`src/logic/dpra_pkg.sv`:
```
// Package: constants for the dual-port RAM host controller
package dpra_pkg;
	localparam int ADDR_W = 11;
	localparam int DATA_W = 16;
	localparam int LANE_W = 8;
	// Register byte offsets
	localparam logic [3:0] OFF_CTRL = 4'h0;
	localparam logic [3:0] OFF_ADDR = 4'h4;
	localparam logic [3:0] OFF_WDATA = 4'h8;
	localparam logic [3:0] OFF_STAT = 4'hc;
	// Control fields
	localparam int CTRL_GO = 0;
	localparam int CTRL_WR = 1;
	localparam int CTRL_LANE_LO = 2;
	localparam int CTRL_LANE_HI = 3;
	// Status fields
	localparam int STAT_BUSY_IDLE = 0;
	localparam int STAT_DONE = 1;
	localparam int STAT_BLOCKED = 2;
	localparam int STAT_RDATA = 16;
	// Timing
	localparam int CLK_NS = 20;
	localparam int WRITE_PULSE_WIDTH_NS = 90;
	localparam int WRITE_PULSE_TO_READ_DELAY_NS = 100;
	localparam int ACCESS_NS = 90;
	localparam int WP_CYC = (WRITE_PULSE_WIDTH_NS + CLK_NS - 1) / CLK_NS;
	localparam int WDD_CYC = (WRITE_PULSE_TO_READ_DELAY_NS + CLK_NS - 1) / CLK_NS;
	localparam int ACC_CYC = (ACCESS_NS + CLK_NS - 1) / CLK_NS;
	localparam int CNT_W = 4;
	localparam logic [CNT_W-1:0] CNT_ZERO = 4'h0;
	typedef enum logic [2:0] {
		ST_IDLE, ST_SETUP, ST_STROBE, ST_RECOVER, ST_READ, ST_WAIT
	} dpra_state_e;
endpackage : dpra_pkg

```
`src/logic/dpra_host.sv`:
```
// Host controller driving one port of a dual-port static RAM
//
// Implementation choices: register access over AXI4-Lite and the register addresses.
`timescale 1ns/10ps
// Notes on behaviour
// - Reading with busy low: wait write-to-read delay before trusting data.
// - Master busy is open-drain output; slave busy is an input.
// - Host keeps strobe or select high while address changes.
// - Host holds write pulse for the write pulse width, rounded up to whole clocks.
// - Host never drives data while port still drives outputs.
// - Write protocol applies per byte lane strobe.
module dpra_host
	import dpra_pkg::*;
(
	input  wire logic                        mclk,
	input  wire logic                        resetn,
	// AXI4-Lite slave
	input  wire logic [3:0]                  s_axi_awaddr,
	input  wire logic                        s_axi_awvalid,
	output logic                             s_axi_awready,
	input  wire logic [31:0]                 s_axi_wdata,
	input  wire logic [3:0]                  s_axi_wstrb,
	input  wire logic                        s_axi_wvalid,
	output logic                             s_axi_wready,
	output logic [1:0]                       s_axi_bresp,
	output logic                             s_axi_bvalid,
	input  wire logic                        s_axi_bready,
	input  wire logic [3:0]                  s_axi_araddr,
	input  wire logic                        s_axi_arvalid,
	output logic                             s_axi_arready,
	output logic [31:0]                      s_axi_rdata,
	output logic [1:0]                       s_axi_rresp,
	output logic                             s_axi_rvalid,
	input  wire logic                        s_axi_rready,
	// RAM port pins
	output logic [dpra_pkg::ADDR_W-1:0]      word_address,
	output logic                             select_n,
	output logic                             out_enable_n,
	output logic                             lower_lane_write_n,
	output logic                             upper_lane_write_n,
	input  wire logic [dpra_pkg::LANE_W-1:0] lower_data_lane_i,
	output logic [dpra_pkg::LANE_W-1:0]      lower_data_lane_o,
	output logic                             lower_data_lane_oe,
	input  wire logic [dpra_pkg::LANE_W-1:0] upper_data_lane_i,
	output logic [dpra_pkg::LANE_W-1:0]      upper_data_lane_o,
	output logic                             upper_data_lane_oe,
	input  wire logic                        busy_n
);
	// ----------------------------------------
	// Pin synchronisers
	// ----------------------------------------
	logic [DATA_W:0] pins_s;
	dpra_sync #(.W(DATA_W + 1)) u_sync (
		.mclk   (mclk),
		.resetn (resetn),
		.d      ({busy_n, upper_data_lane_i, lower_data_lane_i}),
		.q      (pins_s)
	);
	logic busy_s;
	assign busy_s = pins_s[DATA_W];

	// ----------------------------------------
	// Registers
	// ----------------------------------------
	logic [ADDR_W-1:0] addr_q;
	logic [DATA_W-1:0] wdata_q;
	logic [DATA_W-1:0] rdata_q;
	logic              wr_q;
	logic [1:0]        lanes_q;
	logic              start_q;
	logic              done_q;
	logic              blocked_q;
	dpra_state_e       state_q;
	logic [CNT_W-1:0]  cnt_q;

	// ----------------------------------------
	// AXI4-Lite write
	// ----------------------------------------
	logic aw_hold_q;
	logic w_hold_q;
	logic [3:0] awaddr_q;
	logic [15:0] wd_q;
	logic wr_fire;
	assign wr_fire = aw_hold_q && w_hold_q && !s_axi_bvalid;

	always_ff @(posedge mclk or negedge resetn)
	begin
		if (!resetn)
		begin
			aw_hold_q     <= 1'b0;
			w_hold_q      <= 1'b0;
			awaddr_q      <= 4'h0;
			wd_q          <= 16'h0000;
			s_axi_awready <= 1'b1;
			s_axi_wready  <= 1'b1;
			s_axi_bvalid  <= 1'b0;
			s_axi_bresp   <= 2'h0;
		end
		else
		begin
			if (s_axi_awvalid && s_axi_awready)
			begin
				aw_hold_q     <= 1'b1;
				awaddr_q      <= s_axi_awaddr;
				s_axi_awready <= 1'b0;
			end
			if (s_axi_wvalid && s_axi_wready)
			begin
				w_hold_q     <= 1'b1;
				wd_q         <= s_axi_wdata[15:0];
				s_axi_wready <= 1'b0;
			end
			if (wr_fire)
			begin
				aw_hold_q    <= 1'b0;
				w_hold_q     <= 1'b0;
				s_axi_bvalid <= 1'b1;
				s_axi_bresp  <= (awaddr_q == OFF_STAT || awaddr_q[1:0] != 2'h0) ? 2'h2 : 2'h0;
			end
			if (s_axi_bvalid && s_axi_bready)
			begin
				s_axi_bvalid  <= 1'b0;
				s_axi_awready <= 1'b1;
				s_axi_wready  <= 1'b1;
			end
		end
	end

	// Software-written registers; start pulse only while idle
	always_ff @(posedge mclk or negedge resetn)
	begin
		if (!resetn)
		begin
			addr_q  <= '0;
			wdata_q <= '0;
			wr_q    <= 1'b0;
			lanes_q <= 2'h3;
			start_q <= 1'b0;
		end
		else
		begin
			start_q <= 1'b0;
			if (wr_fire)
			begin
				unique case (awaddr_q)
					OFF_CTRL:
					begin
						wr_q    <= wd_q[CTRL_WR];
						lanes_q <= wd_q[CTRL_LANE_HI:CTRL_LANE_LO];
						start_q <= wd_q[CTRL_GO] && state_q == ST_IDLE;
					end
					OFF_ADDR:  addr_q <= wd_q[ADDR_W-1:0];
					OFF_WDATA: wdata_q <= wd_q;
					default:   ;
				endcase
			end
		end
	end

	// ----------------------------------------
	// AXI4-Lite read
	// ----------------------------------------
	always_ff @(posedge mclk or negedge resetn)
	begin
		if (!resetn)
		begin
			s_axi_arready <= 1'b1;
			s_axi_rvalid  <= 1'b0;
			s_axi_rdata   <= 32'h0000_0000;
			s_axi_rresp   <= 2'h0;
		end
		else if (s_axi_arvalid && s_axi_arready)
		begin
			s_axi_arready <= 1'b0;
			s_axi_rvalid  <= 1'b1;
			s_axi_rresp   <= 2'h0;
			unique case (s_axi_araddr)
				OFF_CTRL:  s_axi_rdata <= {28'h0, lanes_q, wr_q, 1'b0};
				OFF_ADDR:  s_axi_rdata <= {21'h0, addr_q};
				OFF_WDATA: s_axi_rdata <= {16'h0, wdata_q};
				OFF_STAT:  s_axi_rdata <= {rdata_q, 13'h0, blocked_q, done_q,
					state_q == ST_IDLE};
				default:
				begin
					s_axi_rdata <= 32'h0000_0000;
					s_axi_rresp <= 2'h2;
				end
			endcase
		end
		else if (s_axi_rvalid && s_axi_rready)
		begin
			s_axi_rvalid  <= 1'b0;
			s_axi_arready <= 1'b1;
		end
	end

	// ----------------------------------------
	// Port sequencer
	// ----------------------------------------
	always_ff @(posedge mclk or negedge resetn)
	begin
		if (!resetn)
		begin
			state_q            <= ST_IDLE;
			cnt_q              <= CNT_ZERO;
			word_address       <= '0;
			select_n           <= 1'b1;
			out_enable_n       <= 1'b1;
			lower_lane_write_n <= 1'b1;
			upper_lane_write_n <= 1'b1;
			lower_data_lane_o  <= '0;
			upper_data_lane_o  <= '0;
			lower_data_lane_oe <= 1'b0;
			upper_data_lane_oe <= 1'b0;
			rdata_q            <= '0;
			done_q             <= 1'b0;
			blocked_q          <= 1'b0;
		end
		else
		begin
			unique case (state_q)
				ST_IDLE:
				begin
					if (start_q)
					begin
						done_q       <= 1'b0;
						blocked_q    <= 1'b0;
						// Address set while select is high
						word_address <= addr_q;
						state_q      <= ST_SETUP;
					end
				end
				ST_SETUP:
				begin
					select_n <= 1'b0;
					cnt_q    <= CNT_ZERO;
					if (wr_q)
					begin
						// Output enable held high so port never drives
						out_enable_n       <= 1'b1;
						lower_data_lane_o  <= wdata_q[LANE_W-1:0];
						upper_data_lane_o  <= wdata_q[DATA_W-1:LANE_W];
						lower_data_lane_oe <= lanes_q[0];
						upper_data_lane_oe <= lanes_q[1];
						// Strobes fall with select, so the port's outputs stay floating
						lower_lane_write_n <= !lanes_q[0];
						upper_lane_write_n <= !lanes_q[1];
						state_q            <= ST_STROBE;
					end
					else
					begin
						out_enable_n <= 1'b0;
						state_q      <= ST_READ;
					end
				end
				ST_STROBE:
				begin
					cnt_q <= cnt_q + 4'h1;
					if (!busy_s)
						blocked_q <= 1'b1;
					if (cnt_q == CNT_W'(WP_CYC - 1))
					begin
						// Write ends on strobe rise, select still low
						lower_lane_write_n <= 1'b1;
						upper_lane_write_n <= 1'b1;
						cnt_q              <= CNT_ZERO;
						state_q            <= ST_RECOVER;
					end
				end
				ST_RECOVER:
				begin
					select_n           <= 1'b1;
					lower_data_lane_oe <= 1'b0;
					upper_data_lane_oe <= 1'b0;
					done_q             <= 1'b1;
					state_q            <= ST_IDLE;
				end
				ST_READ:
				begin
					cnt_q <= cnt_q + 4'h1;
					if (!busy_s)
						blocked_q <= 1'b1;
					if (cnt_q == CNT_W'(ACC_CYC + 1))
					begin
						cnt_q <= CNT_ZERO;
						// Contended read waits the write-to-read delay
						state_q <= ST_WAIT;
						if (busy_s && !blocked_q)
							cnt_q <= CNT_W'(WDD_CYC);
					end
				end
				ST_WAIT:
				begin
					cnt_q <= cnt_q + 4'h1;
					if (cnt_q >= CNT_W'(WDD_CYC))
					begin
						rdata_q      <= pins_s[DATA_W-1:0];
						out_enable_n <= 1'b1;
						select_n     <= 1'b1;
						done_q       <= 1'b1;
						state_q      <= ST_IDLE;
					end
				end
				default: state_q <= ST_IDLE;
			endcase
		end
	end

	// ----------------------------------------
	// Checks
	// ----------------------------------------
	property p_addr_stable;
		@(posedge mclk) disable iff (!resetn)
		!$stable(word_address) |-> $past(select_n) && select_n;
	endproperty
	a_addr_stable: assert property (p_addr_stable) else $error("address moved while selected");

	property p_pulse_width;
		@(posedge mclk) disable iff (!resetn)
		$fell(lower_lane_write_n & upper_lane_write_n) |->
			!(lower_lane_write_n & upper_lane_write_n) [*5];
	endproperty
	a_pulse_width: assert property (p_pulse_width) else $error("write pulse too short");

	property p_no_clash;
		@(posedge mclk) disable iff (!resetn)
		(lower_data_lane_oe || upper_data_lane_oe) |-> out_enable_n;
	endproperty
	a_no_clash: assert property (p_no_clash) else $error("host drives while port may drive");

	property p_select_first;
		@(posedge mclk) disable iff (!resetn)
		$fell(lower_lane_write_n & upper_lane_write_n) |-> $fell(select_n);
	endproperty
	a_select_first: assert property (p_select_first) else $error("strobe after select");

	property p_strobe_in_select;
		@(posedge mclk) disable iff (!resetn)
		!(lower_lane_write_n && upper_lane_write_n) |-> !select_n ##1 !select_n;
	endproperty
	a_strobe_in_select: assert property (p_strobe_in_select) else $error("strobe outside select");

	property p_lane_match;
		@(posedge mclk) disable iff (!resetn)
		!lower_lane_write_n |-> lower_data_lane_oe;
	endproperty
	a_lane_match: assert property (p_lane_match) else $error("lower strobe without data");

	property p_read_oe;
		@(posedge mclk) disable iff (!resetn)
		$fell(out_enable_n) |-> lower_lane_write_n && upper_lane_write_n && !select_n;
	endproperty
	a_read_oe: assert property (p_read_oe) else $error("read enable during write");

	property p_done_after;
		@(posedge mclk) disable iff (!resetn)
		start_q |-> ##[1:40] done_q;
	endproperty
	a_done_after: assert property (p_done_after) else $error("access never finished");
endmodule : dpra_host

```
`src/logic/dpra_sync.sv`:
```
// Two-flop synchroniser
`timescale 1ns/10ps
module dpra_sync #(
	parameter int W = 1
) (
	input  wire logic         mclk,
	input  wire logic         resetn,
	input  wire logic [W-1:0] d,
	output logic      [W-1:0] q
);
	logic [W-1:0] meta_q;
	always_ff @(posedge mclk or negedge resetn)
	begin
		if (!resetn)
		begin
			meta_q <= '0;
			q      <= '0;
		end
		else
		begin
			meta_q <= d;
			q      <= meta_q;
		end
	end
endmodule : dpra_sync

```
`config.mk`:
```
export PLATFORM = sky130hd
export DESIGN_NAME = dpra_host
export DESIGN_NICKNAME = d
export VERILOG_FILES = /design/src/logic/dpra_pkg.sv /design/src/logic/dpra_host.sv /design/src/logic/dpra_sync.sv
export SDC_FILE = /design/constraint.sdc
export NUM_CORES = 1
export LEC_CHECK = 0
export ABC_AREA = 0
export ABC_CLOCK_PERIOD_IN_PS = 3100
export BUFFER_PORTS_ARGS = -buffer_cell sky130_fd_sc_hd__buf_2
export CAP_MARGIN = 20
export CORE_ASPECT_RATIO = 1.5
export CORE_MARGIN = 1
export CORE_UTILIZATION = 59
export DETAILED_ROUTE_END_ITERATION = 10
export PLACE_DENSITY_LB_ADDON = 0.08
export SLEW_MARGIN = 20
export SYNTH_ARGS = -nofsm -noshare
export SYNTH_HDL_FRONTEND = slang
export SYNTH_SLANG_ARGS = --single-unit
```
`constraint.sdc`:
```
create_clock -name mclk -period 3.1 [get_ports mclk]
set_clock_uncertainty 0.1 [all_clocks]
set_input_delay 0.155 -clock mclk [delete_from_list [all_inputs] [get_ports mclk]]
set_output_delay 0.155 -clock mclk [all_outputs]
set_load 0.005 [all_outputs]
```
==> impl_metrics.ini <==
[yosys]
syn_inst = 483
ys_top_cells_by_area = dfrtp_1 (62%), mux2_2 (10%), mux2_1 (4.8%)
synth.top_cell.area_share = 0.621
synth_area_per_cell_sq_um = 14.6
synth_cell_types = 57
synthFlopType = dfrtp_1
synth_largest_area_cell = dfrtp_1
async_flop_share = 1.00
syn-cell-area_sq_um = 7050
synth_edf_count = 0
synth-seq-area-share = 0.655
yosys_warnings = 0
ys_ff_latch = 184

[timing]
fin_crit_sh = 0.706
maxSlewViolCount = 0
fmax_mhz = 457
post-route-min-period_ns = 2.19
worstMarginPinSlew_ns = 0.910
hold_ws_ns = 0.103
finalSetupViolCount = 0
finalSetupTns_ns = 0
rsz0062_at_grt = no
hold_viol = 0
slew-limit-headroom = 0.393

[route]
avgRoutedWirePerCell_microns = 18.1
ant_nets = 0
dr_wl_met3_microns = 732
drc = 0
viasPerCell = 5.50
drt_iter0_markers = 243
wl_met1_microns = 6070
highest_layer = met4
wl_met2_microns = 7790
first_pass_iters = 4
routed_wl_microns = 14700
via_count = 4479

[floorplanning]
initial_utilization = 0.608
io_pins = 142
die_y_microns = 136
die-area_sq_um = 12400
rows = 48
die_w_microns = 91.3
core_sq_um = 11600

[cells_and_area]
fin_util = 0.761
final_nets = 724
final_cell_mix = dfrtp_1 (175), buf_2 (118), mux2_2 (63)
antenna_cells = 0
final_layout_size_suffix_gt1_frac = 0.367
area_delta_synth_final_pct = 25.1
layout_commonest_cell = dfrtp_1

[grt]
grt_overflow = 0
antenna_found_initial = 0
grt_pass1_wl_microns = 24300
groute.usage.overall = 0.258
grt_max_degree = 100
grt_pass1_vias = 4754

[worst_hold_path]
hp-class = input pin to register
min_from = s_axi_araddr[3]

[clock_network]
clock_path_buffers = 2
cts_made_buffers = 17
htree_levels = 4
post-cts-setup-buffers = 0
worstSkewPairLatency_ns = 0.42
path_clk_slew_ns = 0.06
cts-resized-gates = 0
clock_sinks = 184
cts_root_buf = clkbuf_16
cts_tree = built
ctsHoldBuffers = 48

[critical_path]
path_max_fanout = 21
worstSetupPathType = register to register
start_kind = register
required_ns = 3.30
cp-end-kind = register
reg2reg_from = state_q[1]$_DFFE_PN0P_
crit_start = state_q[1]$_DFFE_PN0P_
critPathArrivalTime_ns = 2.38

[place]
post-dp-hpwl_microns = 9270
routabilityCongestion = 0.774
portBuffers = 119

[flow_run]
maxCapViolCount = 0

[pwr]
ir_worst_vdd_uv = 596
power_density_nw_per_um2 = 839
p_leak_nw = 4.39

[run_status]
outcome = finished, final reports clean
[per-stage QoR]
step / total power, mW / cell area (sq um) / instances / setup slack [ns]
3_5_place_dp: 5.32 / 7770 / 734 / 0.931
4_1_cts: 7.45 / 8820 / 814 / 0.910
2_1_floorplan: 4.71 / 7060 / 484 / 1.29
3_3_place_gp: 5.21 / 7770 / 734 / 0.986
6_report: 7.40 / 8820 / 814 / 0.911
5_1_grt: 7.82 / 8820 / 814 / 0.791
[registers in the layout (all words and copies together), names as in the netlist, 8 cells and up]
register and flops:
addr_q 11, rdata_q 16, wd_q 16, u_sync.meta_q 17, u_sync.q 17, upper_data_lane_o 8, wdata_q 16, lower_data_lane_o 8
word_address 11, s_axi_rdata 32
[synth_stat cells (4+ instances only)]
cell type,count
inv_1,13
clkbuf_1,7
nand2_1,19
buf_2,14
ha_1,5
a22oi_1,8
nand3b_1,4
dfrtp_1,175
nor2b_1,5
nor2_1,5
mux2_2,63
and3_1,4
nand2b_1,7
a21oi_1,12
a21o_1,4
dfstp_2,9
o21ai_0,19
mux2_1,30
a22o_1,25
buf_4,4
[final timing paths]
path	endpoint	slack [ns]	cells after the start
setup / recovery	rdata_q[15]$_DFFE_PN0P_	0.91	4
hold / removal	s_axi_rdata[0]$_DFFE_PN0P_	0.10	3
setup reg to reg	rdata_q[15]$_DFFE_PN0P_	0.91	4
hold reg to reg	u_sync.q[12]$_DFF_PN0_	0.25	0
max in group asynchronous	upper_lane_write_n$_DFFE_PN1P_	1.68	3
min in group asynchronous	cnt_q[1]$_DFFE_PN0P_	0.28	2
[report_power, final]
group          switching [mW]  total [mW]  internal, mW  leakage, nW
Combinational           0.729        1.66         0.927         1.79
Sequential              0.562        3.71          3.14         2.33
Clock                   0.942        2.04          1.10        0.278
[worst max-delay path, stage by stage (launching register included)]
cell     delay (ns)
dfrtp_1        0.61
and2b_1        0.34
nand2_1        0.14
nor2_4         0.48
mux2_2         0.40
[per-layer routing]
layer,GRT usage,up-vias
li1,-,2063
met5,0,-
met1,0.318,2270
met2,0.441,133
met3,0.0828,13
met4,0.0697,0
[final cells by class]
type | instances | area [sq um]
clock buffers | 20 | 457
clock inverters | 12 | 109
fillers | 711 | 2770
inverters | 14 | 52.6
multi-input cells | 260 | 2250
flip-flops and latches | 184 | 4620
well taps | 150 | 188
repair buffers | 174 | 1150
[logic make-up (layout without fill, tap and decap cells)]
logic type,after synthesis,in the layout,share of synthesized area
other cells,1,2,0.000532
fa+ha+maj,5,5,0.00887
simple gates,66,66,0.0598
compound gates,88,88,0.0889
buf+inv,40,220,0.0270
xor+xnor,1,1,0.00124
flops,184,184,0.655
mux,98,98,0.159
Note: power is estimated with default switching activity, not from simulation.
